===== src/design/pgcg_pkg.sv =====
// Package for the single-channel PWM counter, comparator and output generator.
// Assumes a classic Wishbone slave port with 32-bit data and byte addresses.
package pgcg_pkg;

  // ----------------------------------------------------------------------
  // Register byte offsets
  // ----------------------------------------------------------------------
  localparam logic [7:0] GEN_CTRL_OFF = 8'h40;  // Generator control bits.
  localparam logic [7:0] RAW_EVT_OFF = 8'h48;  // Raw latched events.
  localparam logic [7:0] MASKED_EVT_OFF = 8'h4C;  // Masked events, write one to clear.
  localparam logic [7:0] RELOAD_OFF = 8'h50;  // Counter reload value.
  localparam logic [7:0] COUNT_OFF = 8'h54;  // Live counter value.
  localparam logic [7:0] CMP_A_OFF = 8'h58;  // Comparator A value.
  localparam logic [7:0] CMP_B_OFF = 8'h5C;  // Comparator B value.
  localparam logic [7:0] OUT_A_CTRL_OFF = 8'h60;  // Output A action fields.

  // ----------------------------------------------------------------------
  // Generator control field positions
  // ----------------------------------------------------------------------
  localparam int CTRL_ENABLE_BIT = 0;  // Counter runs while set.
  localparam int CTRL_MODE_BIT = 1;  // Clear: count down; set: count up/down.
  localparam int CTRL_LOAD_UPD_BIT = 3;  // Reload value update mode.
  localparam int CTRL_CMPA_UPD_BIT = 4;  // Comparator A update mode.
  localparam int CTRL_CMPB_UPD_BIT = 5;  // Comparator B update mode.
  localparam int CTRL_W = 6;  // Width of the control register.

  // ----------------------------------------------------------------------
  // Event bit positions
  // ----------------------------------------------------------------------
  localparam int EVT_ZERO_BIT = 0;  // Counter equals zero.
  localparam int EVT_RELOAD_BIT = 1;  // Counter equals reload value.
  localparam int EVT_CMPA_UP_BIT = 2;  // Comparator A match counting up.
  localparam int EVT_CMPA_DN_BIT = 3;  // Comparator A match counting down.
  localparam int EVT_CMPB_UP_BIT = 4;  // Comparator B match counting up.
  localparam int EVT_CMPB_DN_BIT = 5;  // Comparator B match counting down.
  localparam int EVT_W = 6;  // Number of events.

  // ----------------------------------------------------------------------
  // Output action field positions (low bit of each 2-bit field)
  // ----------------------------------------------------------------------
  localparam int ACT_ZERO_LSB = 0;
  localparam int ACT_RELOAD_LSB = 2;
  localparam int ACT_CMPA_UP_LSB = 4;
  localparam int ACT_CMPA_DN_LSB = 6;
  localparam int ACT_CMPB_UP_LSB = 8;
  localparam int ACT_CMPB_DN_LSB = 10;
  localparam int ACT_CTRL_W = 12;  // Width of the action register.

  // ----------------------------------------------------------------------
  // Action codes, direction and reset values
  // ----------------------------------------------------------------------
  typedef enum logic [1:0] {
    ACT_NONE = 2'h0,  // Leave output unchanged.
    ACT_TOGGLE = 2'h1,  // Invert output.
    ACT_LOW = 2'h2,  // Drive output low.
    ACT_HIGH = 2'h3  // Drive output high.
  } pgcg_act_t;

  typedef enum logic {
    DIR_DOWN = 1'b0,  // Counting toward zero.
    DIR_UP = 1'b1  // Counting toward the reload value.
  } pgcg_dir_t;

  localparam logic [15:0] VALUE_RST = 16'h0000;  // Reset of counter and value registers.
  localparam logic [5:0] EVT_RST = 6'h00;  // Reset of latched events.
  localparam logic [11:0] ACT_CTRL_RST = 12'h000;  // Reset of action register.
  localparam logic [5:0] CTRL_RST = 6'h00;  // Reset of control register.

endpackage


===== src/design/pgcg_top.sv =====
// PWM generator channel: counter, two comparators, output A generator and event status.
// Assumes one 40 MHz clock, a synchronous active-high reset, a classic Wishbone master,
// and sync-update requests and interrupt enables driven by logic on the same clock.
//
// Summary of operation
// - Raw status latches all six events regardless.
// - Event bits: BD5 BU4 AD3 AU2 load1 zero0.
// - Masked status shows latched and enabled events.
// - Writing one clears an enabled event; zero keeps it.
// - Reload after zero, or up/down turnaround limit.
// - Immediate mode applies new load at zero.
// - Sync mode applies at zero after request.
// - Rewrite before update discards older pending value.
// - Counter readable; pulse when counter equals load.
// - Zero pulse whenever the running counter value is zero.
// - Compare pulse on equality, never above load.
// - Comparator A update mode selects immediate/sync.
// - Comparator B follows same policy, own bit.
// - Down mode: four events; up/down: six.
// - Zero/load action beats any compare action.
// - Compare A action beats compare B.
// - Action fields BD BU AD AU load zero.
// - Up compare actions only in up/down mode.
// - Codes: keep, toggle, low, high.
// - Down wraps at zero; up/down bounces.
module pgcg_top #(
  parameter int ADDR_W = 8  // Byte address width seen by the slave.
) (
  // Clock and reset.
  input wire logic clk_i,
  input wire logic rst_i,
  // Wishbone classic slave.
  input wire logic wb_cyc_i,
  input wire logic wb_stb_i,
  input wire logic wb_we_i,
  input wire logic [ADDR_W-1:0] wb_adr_i,
  input wire logic [3:0] wb_sel_i,
  input wire logic [31:0] wb_dat_i,
  output logic [31:0] wb_dat_o,
  output logic wb_ack_o,
  // Master control and interrupt enables.
  input wire logic sync_update_req_i,
  input wire logic [5:0] event_interrupt_enable_i,
  // Generated PWM output.
  output logic generated_output_a_o
);

  // ----------------------------------------------------------------------
  // Elaboration checks
  // ----------------------------------------------------------------------
  // The decoder compares eight address bits, so narrower buses cannot reach the map.
  if (ADDR_W < 8) begin : g_bad_addr
    $error("ADDR_W must be at least 8");
  end

  // ----------------------------------------------------------------------
  // Declarations
  // ----------------------------------------------------------------------
  logic ack_reg;  // Bus acknowledge, one cycle.
  logic [31:0] rdata_reg;  // Registered read data.
  logic [5:0] ctrl_reg;  // Generator control bits.
  logic [11:0] act_ctrl_reg;  // Output A action fields.
  logic [5:0] raw_evt_reg;  // Latched events.
  logic [15:0] cnt_reg;  // Live counter.
  pgcg_pkg::pgcg_dir_t dir_reg;  // Present counting direction.
  logic out_a_reg;  // Output A level.
  logic [15:0] wval_reg [3];  // Software-written values: reload, cmp A, cmp B.
  logic [15:0] act_val_reg [3];  // Values in use by the counter and comparators.
  logic [2:0] pend_reg;  // A written value waits to be applied.
  logic [2:0] armed_reg;  // A sync request has been seen for the pending value.
  logic [2:0] upd_mode;  // Per value: 0 immediate, 1 synchronous.
  logic [2:0] apply;  // Pending value moves into use this cycle.
  logic [2:0] wr_val;  // Bus writes a value register this cycle.
  logic wr_en;  // A write is taken this cycle.
  logic [7:0] adr;  // Decoded byte address.
  logic [15:0] wmask;  // Byte-lane mask for 16-bit fields.
  logic [15:0] wdata16;  // Lower half of write data.
  logic run;  // Counter is enabled.
  logic updown;  // Up/down mode selected.
  logic at_zero;  // Counter at zero while running.
  logic [15:0] reload_eff;  // Reload value seen at this zero.
  logic [5:0] evt;  // Event pulses this cycle.
  logic match_a;  // Comparator A equality.
  logic match_b;  // Comparator B equality.
  logic [5:0] masked_evt;  // Latched and enabled events.
  logic [5:0] clr_evt;  // Bits cleared by a bus write.
  logic [1:0] act_sel;  // Action chosen for this cycle.

  // ----------------------------------------------------------------------
  // Bus decode
  // ----------------------------------------------------------------------
  assign adr = wb_adr_i[7:0];
  assign wr_en = wb_cyc_i && wb_stb_i && wb_we_i && ack_reg;
  assign wmask = {{8{wb_sel_i[1]}}, {8{wb_sel_i[0]}}};
  assign wdata16 = wb_dat_i[15:0];
  assign wr_val[0] = wr_en && (adr == pgcg_pkg::RELOAD_OFF);
  assign wr_val[1] = wr_en && (adr == pgcg_pkg::CMP_A_OFF);
  assign wr_val[2] = wr_en && (adr == pgcg_pkg::CMP_B_OFF);
  assign masked_evt = raw_evt_reg & event_interrupt_enable_i;
  assign clr_evt = (wr_en && (adr == pgcg_pkg::MASKED_EVT_OFF) && wb_sel_i[0]) ?
                   (wb_dat_i[5:0] & masked_evt) : 6'h00;

  // Acknowledge one cycle after the request and drop it the cycle after.
  always_ff @(posedge clk_i) begin
    if (rst_i) begin
      ack_reg <= 1'b0;
    end else begin
      ack_reg <= wb_cyc_i && wb_stb_i && !ack_reg;
    end
  end

  // Read data is captured as the acknowledge rises; unmapped reads return zero.
  always_ff @(posedge clk_i) begin
    if (rst_i) begin
      rdata_reg <= 32'h0000_0000;
    end else if (wb_cyc_i && wb_stb_i && !ack_reg) begin
      case (adr)
        pgcg_pkg::GEN_CTRL_OFF: rdata_reg <= {26'h0, ctrl_reg};
        pgcg_pkg::RAW_EVT_OFF: rdata_reg <= {26'h0, raw_evt_reg};
        pgcg_pkg::MASKED_EVT_OFF: rdata_reg <= {26'h0, masked_evt};
        pgcg_pkg::RELOAD_OFF: rdata_reg <= {16'h0, wval_reg[0]};
        pgcg_pkg::COUNT_OFF: rdata_reg <= {16'h0, cnt_reg};
        pgcg_pkg::CMP_A_OFF: rdata_reg <= {16'h0, wval_reg[1]};
        pgcg_pkg::CMP_B_OFF: rdata_reg <= {16'h0, wval_reg[2]};
        pgcg_pkg::OUT_A_CTRL_OFF: rdata_reg <= {20'h0, act_ctrl_reg};
        default: rdata_reg <= 32'h0000_0000;
      endcase
    end
  end

  assign wb_ack_o = ack_reg;
  assign wb_dat_o = rdata_reg;

  // ----------------------------------------------------------------------
  // Control and action registers
  // ----------------------------------------------------------------------
  // Control bits steer counting mode, enable and the three update modes.
  always_ff @(posedge clk_i) begin
    if (rst_i) begin
      ctrl_reg <= pgcg_pkg::CTRL_RST;
    end else if (wr_en && (adr == pgcg_pkg::GEN_CTRL_OFF) && wb_sel_i[0]) begin
      ctrl_reg <= wb_dat_i[5:0];
    end
  end

  // Action fields for output A, twelve bits over two byte lanes.
  always_ff @(posedge clk_i) begin
    if (rst_i) begin
      act_ctrl_reg <= pgcg_pkg::ACT_CTRL_RST;
    end else if (wr_en && (adr == pgcg_pkg::OUT_A_CTRL_OFF)) begin
      act_ctrl_reg <= (act_ctrl_reg & ~wmask[11:0]) | (wb_dat_i[11:0] & wmask[11:0]);
    end
  end

  assign run = ctrl_reg[pgcg_pkg::CTRL_ENABLE_BIT];
  assign updown = ctrl_reg[pgcg_pkg::CTRL_MODE_BIT];
  assign upd_mode = {ctrl_reg[pgcg_pkg::CTRL_CMPB_UPD_BIT],
                     ctrl_reg[pgcg_pkg::CTRL_CMPA_UPD_BIT],
                     ctrl_reg[pgcg_pkg::CTRL_LOAD_UPD_BIT]};
  assign at_zero = run && (cnt_reg == 16'h0000);

  // ----------------------------------------------------------------------
  // Double-buffered values: reload, comparator A, comparator B
  // ----------------------------------------------------------------------
  for (genvar i = 0; i < 3; i++) begin : g_shadow
    // A pending value moves into use at zero: at once, or after a sync request.
    assign apply[i] = at_zero && pend_reg[i] &&
                      (!upd_mode[i] || armed_reg[i] || sync_update_req_i);

    // A rewrite replaces the waiting value, so the older one is never used.
    always_ff @(posedge clk_i) begin
      if (rst_i) begin
        wval_reg[i] <= pgcg_pkg::VALUE_RST;
      end else if (wr_val[i]) begin
        wval_reg[i] <= (wval_reg[i] & ~wmask) | (wdata16 & wmask);
      end
    end

    // Pending flag: a fresh write keeps it set even if it lands on the apply edge.
    always_ff @(posedge clk_i) begin
      if (rst_i) begin
        pend_reg[i] <= 1'b0;
      end else if (wr_val[i]) begin
        pend_reg[i] <= 1'b1;
      end else if (apply[i]) begin
        pend_reg[i] <= 1'b0;
      end
    end

    // Arm on a sync request while a value waits; disarm when it is applied.
    always_ff @(posedge clk_i) begin
      if (rst_i) begin
        armed_reg[i] <= 1'b0;
      end else if (sync_update_req_i && (pend_reg[i] || wr_val[i])) begin
        armed_reg[i] <= !apply[i] || wr_val[i];
      end else if (apply[i]) begin
        armed_reg[i] <= 1'b0;
      end
    end

    // Value in use by the counter or comparator.
    always_ff @(posedge clk_i) begin
      if (rst_i) begin
        act_val_reg[i] <= pgcg_pkg::VALUE_RST;
      end else if (apply[i]) begin
        act_val_reg[i] <= wval_reg[i];
      end
    end
  end

  // Reload value that takes effect at this very zero.
  assign reload_eff = apply[0] ? wval_reg[0] : act_val_reg[0];

  // ----------------------------------------------------------------------
  // Counter
  // ----------------------------------------------------------------------
  // Down mode wraps from zero to the reload value; up/down mode bounces between them.
  always_ff @(posedge clk_i) begin
    if (rst_i) begin
      cnt_reg <= pgcg_pkg::VALUE_RST;
      dir_reg <= pgcg_pkg::DIR_DOWN;
    end else if (!run) begin
      dir_reg <= pgcg_pkg::DIR_DOWN;
    end else if (!updown) begin
      dir_reg <= pgcg_pkg::DIR_DOWN;
      if (cnt_reg == 16'h0000) begin
        cnt_reg <= reload_eff;
      end else begin
        cnt_reg <= cnt_reg - 16'h0001;
      end
    end else begin
      case (dir_reg)
        pgcg_pkg::DIR_UP: begin
          // Turn around at the reload limit.
          if (cnt_reg >= act_val_reg[0]) begin
            dir_reg <= pgcg_pkg::DIR_DOWN;
            cnt_reg <= (cnt_reg == 16'h0000) ? 16'h0000 : cnt_reg - 16'h0001;
          end else begin
            cnt_reg <= cnt_reg + 16'h0001;
          end
        end
        default: begin
          // Turn around at zero unless the limit is zero too.
          if (cnt_reg == 16'h0000) begin
            if (reload_eff != 16'h0000) begin
              dir_reg <= pgcg_pkg::DIR_UP;
              cnt_reg <= 16'h0001;
            end
          end else begin
            cnt_reg <= cnt_reg - 16'h0001;
          end
        end
      endcase
    end
  end

  // ----------------------------------------------------------------------
  // Events
  // ----------------------------------------------------------------------
  // Comparators never fire when their value lies above the reload value.
  assign match_a = run && (cnt_reg == act_val_reg[1]) &&
                   (act_val_reg[1] <= act_val_reg[0]);
  assign match_b = run && (cnt_reg == act_val_reg[2]) &&
                   (act_val_reg[2] <= act_val_reg[0]);
  assign evt[pgcg_pkg::EVT_ZERO_BIT] = at_zero;
  assign evt[pgcg_pkg::EVT_RELOAD_BIT] = run && (cnt_reg == act_val_reg[0]);
  assign evt[pgcg_pkg::EVT_CMPA_UP_BIT] = match_a && updown &&
                                          (dir_reg == pgcg_pkg::DIR_UP);
  assign evt[pgcg_pkg::EVT_CMPA_DN_BIT] = match_a && (dir_reg == pgcg_pkg::DIR_DOWN);
  assign evt[pgcg_pkg::EVT_CMPB_UP_BIT] = match_b && updown &&
                                          (dir_reg == pgcg_pkg::DIR_UP);
  assign evt[pgcg_pkg::EVT_CMPB_DN_BIT] = match_b && (dir_reg == pgcg_pkg::DIR_DOWN);

  // Latch events regardless of enables; a new event wins over a clear.
  always_ff @(posedge clk_i) begin
    if (rst_i) begin
      raw_evt_reg <= pgcg_pkg::EVT_RST;
    end else begin
      raw_evt_reg <= (raw_evt_reg & ~clr_evt) | evt;
    end
  end

  // ----------------------------------------------------------------------
  // Output A generator
  // ----------------------------------------------------------------------
  // Zero beats load, both beat compares, and compare A beats compare B.
  always_comb begin
    act_sel = 2'h0;
    if (evt[pgcg_pkg::EVT_ZERO_BIT]) begin
      act_sel = act_ctrl_reg[pgcg_pkg::ACT_ZERO_LSB +: 2];
    end else if (evt[pgcg_pkg::EVT_RELOAD_BIT]) begin
      act_sel = act_ctrl_reg[pgcg_pkg::ACT_RELOAD_LSB +: 2];
    end else if (evt[pgcg_pkg::EVT_CMPA_UP_BIT] && updown) begin
      act_sel = act_ctrl_reg[pgcg_pkg::ACT_CMPA_UP_LSB +: 2];
    end else if (evt[pgcg_pkg::EVT_CMPA_DN_BIT]) begin
      act_sel = act_ctrl_reg[pgcg_pkg::ACT_CMPA_DN_LSB +: 2];
    end else if (evt[pgcg_pkg::EVT_CMPB_UP_BIT] && updown) begin
      act_sel = act_ctrl_reg[pgcg_pkg::ACT_CMPB_UP_LSB +: 2];
    end else if (evt[pgcg_pkg::EVT_CMPB_DN_BIT]) begin
      act_sel = act_ctrl_reg[pgcg_pkg::ACT_CMPB_DN_LSB +: 2];
    end
  end

  // Apply the chosen action to the output level.
  always_ff @(posedge clk_i) begin
    if (rst_i) begin
      out_a_reg <= 1'b0;
    end else begin
      case (pgcg_pkg::pgcg_act_t'(act_sel))
        pgcg_pkg::ACT_TOGGLE: out_a_reg <= !out_a_reg;
        pgcg_pkg::ACT_LOW: out_a_reg <= 1'b0;
        pgcg_pkg::ACT_HIGH: out_a_reg <= 1'b1;
        default: out_a_reg <= out_a_reg;
      endcase
    end
  end

  assign generated_output_a_o = out_a_reg;

  // ----------------------------------------------------------------------
  // Assertions
  // ----------------------------------------------------------------------
  // Every event pulse is visible in the raw status one cycle later.
  property p_evt_latched;
    @(posedge clk_i) disable iff (rst_i)
      (evt != 6'h00) |=> ((raw_evt_reg & $past(evt)) == $past(evt));
  endproperty
  a_evt_latched: assert property (p_evt_latched) else $error("event not latched");

  // A one written to masked bit 0 (zero event) clears it when no new zero event arrives.
  property p_w1c;
    @(posedge clk_i) disable iff (rst_i)
      (clr_evt[0] && !evt[0]) |=> !raw_evt_reg[0];
  endproperty
  a_w1c: assert property (p_w1c) else $error("write one did not clear");

  // Down mode reloads the effective value after zero.
  property p_down_reload;
    @(posedge clk_i) disable iff (rst_i)
      (at_zero && !updown) |=> (cnt_reg == $past(reload_eff)) && (cnt_reg == act_val_reg[0]);
  endproperty
  a_down_reload: assert property (p_down_reload) else $error("reload wrong");

  // Up/down turnaround at the limit steps down.
  property p_turn;
    @(posedge clk_i) disable iff (rst_i)
      (run && updown && dir_reg == pgcg_pkg::DIR_UP && cnt_reg == act_val_reg[0] &&
       cnt_reg != 16'h0000) |=> (dir_reg == pgcg_pkg::DIR_DOWN) &&
      (cnt_reg == $past(cnt_reg) - 16'h0001);
  endproperty
  a_turn: assert property (p_turn) else $error("no turnaround at limit");

  // Comparator A in synchronous mode without any request keeps the old value.
  property p_sync_hold;
    @(posedge clk_i) disable iff (rst_i)
      (upd_mode[1] && !armed_reg[1] && !sync_update_req_i && !wr_val[1]) |=>
      $stable(act_val_reg[1]);
  endproperty
  a_sync_hold: assert property (p_sync_hold) else $error("sync value applied early");

  // A comparator B value above the reload value never matches.
  property p_no_match;
    @(posedge clk_i) disable iff (rst_i)
      (act_val_reg[2] > act_val_reg[0]) |->
      !evt[pgcg_pkg::EVT_CMPB_UP_BIT] && !evt[pgcg_pkg::EVT_CMPB_DN_BIT];
  endproperty
  a_no_match: assert property (p_no_match) else $error("compare fired above reload");

  // Down mode produces no up-counting events.
  property p_down_four;
    @(posedge clk_i) disable iff (rst_i)
      !updown |-> !evt[pgcg_pkg::EVT_CMPA_UP_BIT] && !evt[pgcg_pkg::EVT_CMPB_UP_BIT];
  endproperty
  a_down_four: assert property (p_down_four) else $error("up event in down mode");

  // Zero action overrides a coinciding compare action.
  property p_zero_wins;
    @(posedge clk_i) disable iff (rst_i)
      (at_zero && act_ctrl_reg[1:0] == 2'h3) |=> generated_output_a_o;
  endproperty
  a_zero_wins: assert property (p_zero_wins) else $error("zero action lost");

  // Compare A action overrides compare B when both match counting down.
  property p_a_wins;
    @(posedge clk_i) disable iff (rst_i)
      (evt[3] && evt[5] && !evt[0] && !evt[1] && act_ctrl_reg[7:6] == 2'h2) |=>
      !generated_output_a_o;
  endproperty
  a_a_wins: assert property (p_a_wins) else $error("compare B beat compare A");

  // After reset the output is low and nothing is latched.
  property p_reset_state;
    @(posedge clk_i) $past(rst_i) |-> !generated_output_a_o && (raw_evt_reg == 6'h00);
  endproperty
  a_reset_state: assert property (p_reset_state) else $error("bad state after reset");

endmodule


===== config.mk =====
export PLATFORM = sky130hd
export DESIGN_NAME = pgcg_top
export DESIGN_NICKNAME = d
export VERILOG_FILES = /design/src/design/pgcg_pkg.sv /design/src/design/pgcg_top.sv
export SDC_FILE = /design/constraint.sdc
export NUM_CORES = 1
export LEC_CHECK = 0
export ABC_AREA = 1
export BUFFER_PORTS_ARGS = -buffer_cell sky130_fd_sc_hd__buf_2
export CAP_MARGIN = 15
export CORE_MARGIN = 2
export CORE_UTILIZATION = 35
export DETAILED_ROUTE_END_ITERATION = 6
export HOLD_SLACK_MARGIN = 0.06
export PLACE_DENSITY_LB_ADDON = 0.15
export SETUP_SLACK_MARGIN = 0.05
export SLEW_MARGIN = 20
export SYNTH_ARGS = -nofsm -noshare
export SYNTH_HDL_FRONTEND = slang
export SYNTH_SLANG_ARGS = --single-unit

===== constraint.sdc =====
create_clock -name clk_i -period 3.4 [get_ports clk_i]
set_input_delay 0.17 -clock clk_i [delete_from_list [all_inputs] [get_ports clk_i]]
set_output_delay 0.17 -clock clk_i [all_outputs]
set_load 0.02 [all_outputs]

==> impl_metrics.py <==
metrics = {
    "yosys": {
        "synth_seq_cells": 161,
        "netlist_area_um2": 10400,
        "yosysWarnings": 0,
        "synth_top_area_share": 0.278,
        "synth_area_leaders": "edfxtp_1 (28%), dfxtp_1 (13%), nand2_1 (8.7%)",
        "synthCells": 1368,
        "syn_avg_cell_area_um2": 7.59,
        "synth_top_cell_by_area": "edfxtp_1",
        "synthDistinctLibCells": 49,
        "seq_area_frac_synth": 0.403,
    },
    "routing": {
        "via_per_inst": 5.13,
        "drtAntennaViolNets": 0,
        "drt-total-wl_um": 33300,
        "vias": 9428,
        "drcViolationCount": 0,
        "drt-initial-drc-count": 782,
        "wire_per_inst_um": 18.1,
        "drt_first_pass_iters": 5,
    },
    "critical_path": {
        "crit_path_end_kind": "flop",
        "crit_slowest_cell": "dfxtp_1",
        "startpoint_type": "flop",
        "crit_cells": 16,
        "r2r-end": "cnt_reg[12]",
        "reg2reg_depth": 16,
        "crit_type": "flop to flop",
        "path_buf_inv": 2,
        "critPathTopFamily": "simple AND/OR/NAND/NOR gates",
        "critPathMaxFanout": 33,
        "slowest_delay_ps": 310,
        "path_cells": "inv_1 -> ha_1 -> nand2_2 -> nor2_4 -> nand3_2 -> nor2_4 -> nand3_4 -> nand2_1 -> o21ai_0 -> nor2_1 -> nand2_1 -> nor2_2 -> nand3_4 -> buf_4 -> a21oi_1 -> nor2_1",
        "crit_required_ps": 3730,
        "r2r-start": "cnt_reg[1]",
        "reg2reg_setup_slack_ps": 360,
        "worstPathArrival_ps": 3370,
    },
    "global_routing": {
        "antenna_found_initial": 0,
        "grt_overflow_total": 0,
        "grt_pass1_wl_um": 51800,
        "grt_pass1_vias": 8980,
        "grtUsageTotal": 0.221,
        "grt_max_degree": 47,
    },
    "cts": {
        "cts_buffers": 17,
        "cts.clk_slew.worst_paths_ps": 70,
        "cts_tree": "done",
        "clk_path_buf_depth": 2,
        "post_cts_buffers": 0,
        "htreeDepth": 4,
        "clock_latency_ps": 440,
        "cts_sinks": 161,
        "cts-root-buf": "clkbuf_16",
    },
    "finish": {
        "layout.nets": 1541,
        "final_util": 0.398,
        "drive_gt1_frac": 0.110,
        "syn_to_final_growth_pct": 12.5,
        "stdcell_count": 1838,
        "num_antenna_cells": 0,
    },
    "timing": {
        "period_share": 0.894,
        "fin_skew_ps": 12.0,
        "slew_headroom": 0.433,
        "rsz0062_at_grt": "false",
        "tns_ps": 0,
        "hold_ws_ps": 72.5,
        "timing.fmax_ghz": 0.329,
        "setup_violations": 0,
        "final_hold_viol_count": 0,
        "slew_viol_final": 0,
        "layout_min_cycle_time_ps": 3040,
        "worst_slew_pin_slew_ps": 849,
    },
    "floorplan": {
        "start_util": 0.353,
        "die-width_um": 176,
        "rows": 63,
        "ios": 90,
        "core_area_um2": 29400,
        "fp.dieArea_um2": 31100,
        "dieHeight_um": 176,
    },
    "power": {
        "p_leak_uw": 0.00510,
        "ir_drop_mv": 0.301,
        "powerDensity_nw_per_um2": 381,
    },
    "hold_path": {
        "hp-start": "event_interrupt_enable_i[0]",
        "whs_endpoint": "raw_evt_reg[0]",
        "min_path_cells": 3,
        "hp-class": "primary input to flop",
    },
    "flow_run": {
        "max_cap_violations": 0,
    },
    "placed_design": {
        "hpwlAfterDp_um": 25600,
        "gp_congestion": 0.884,
        "io_buffers": 55,
        "dp_cells": 1793,
    },
    "outcome": {
        "status": "finished, final reports clean",
    },
}
-- cell type report --
type | instances | area [µm²]
multi-input cells | 955 | 5010
clock buffers | 22 | 464
fillers | 3083 | 17700
inverters | 196 | 741
clock inverters | 10 | 124
repair buffers | 104 | 676
well taps | 390 | 488
flip-flops and latches | 161 | 4180
-- worst reg2reg max path, cell delays in order, from the launching register on --
cell and delay, ps:
dfxtp_1 310, inv_1 200, ha_1 280, nand2_2 110, nor2_4 150, nand3_2 180, nor2_4 160, nand3_4 290
nand2_1 160, o21ai_0 130, nor2_1 130, nand2_1 80, nor2_2 190, nand3_4 90, buf_4 250, a21oi_1 170
nor2_1 60
-- through the flow --
stage	instance area (µm²)	setup slack, ps	total power, µW
floorplan	10400	939	2390
global placement	11000	411	2490
detailed placement	11000	356	2490
CTS	11700	354	4480
global route	11700	57.4	4590
finish	11700	362	4450
-- logic make-up (layout without fill, tap and decap cells) --
logic type,after synthesis,count (layout),share of synthesized area
and+or+nand+nor,584,584,0.242
other,1,16,0.000361
buffers and inverters,267,332,0.120
adders and majority gates,50,50,0.0602
DFF,161,161,0.403
xor gates and xnor gates,35,35,0.0295
AOI/OAI and AO/OA,270,270,0.145
-- cells in the final DEF (no fill, tap or decap), types with 28 or more instances in the layout --
master    Yosys  final
ha_1         50     50
nand3_1      60     60
nor3_1       28     28
edfxtp_1     96     96
buf_2         2     55
dfxtp_1      65     65
nand2_1     242    242
nor2_1      201    201
o21ai_0      53     53
o22ai_1      33     33
inv_1       186    186
a21oi_1     135    135
buf_4        18     36
-- timing repair --
action,in CTS,in global routing
hold buffers,13,0
endpoints found under the setup margin,0,0
endpoints found under the hold margin,13,0
gates resized for setup,0,0
-- where the power goes --
group,leakage (µW),total (µW),switching (µW),internal (µW)
Sequential,0.00151,2130,29.4,2100
Clock,0.000288,1990,852,1130
Combinational,0.00329,335,229,106
-- synth_stat cells (all sizes together) --
master,instances
a21boi,3
a21o,2
a21oi,137
a31o,5
a31oi,2
a32o,1
and2,2
buf,32
clkbuf,39
clkinv,6
conb,1
dfxtp,65
edfxtp,96
ha,50
inv,190
nand2,247
nand3,70
nand3b,3
nand4,19
nor2,208
nor3,29
nor4,2
o2111ai,1
o21a,2
o21ai,67
o21bai,2
o221ai,2
o22ai,33
o31ai,7
o41ai,6
or2,3
or3,1
xnor2,12
xor2,23
-- how the worst max path moves through the flow --
stage,startpoint,endpoint,slack [ps]
2_1_floorplan,cnt_reg[0],cnt_reg[15],940
3_3_place_gp,cnt_reg[1],cnt_reg[3],410
3_5_place_dp,cnt_reg[1],cnt_reg[6],360
4_1_cts,cnt_reg[1],cnt_reg[12],350
5_1_grt,cnt_reg[1],cnt_reg[15],60
6_report,cnt_reg[1],cnt_reg[12],360
-- metal layers --
layer,GRT usage,part of all wire,vias to the layer above,wire length (µm)
met5,0,0,-,0
met4,0.0620,0.018,0,584
met3,0.0321,0.059,42,1970
met2,0.357,0.46,295,15300
met1,0.308,0.46,4459,15500
li1,-,-,4632,-
(Power assumes the default switching activity.)
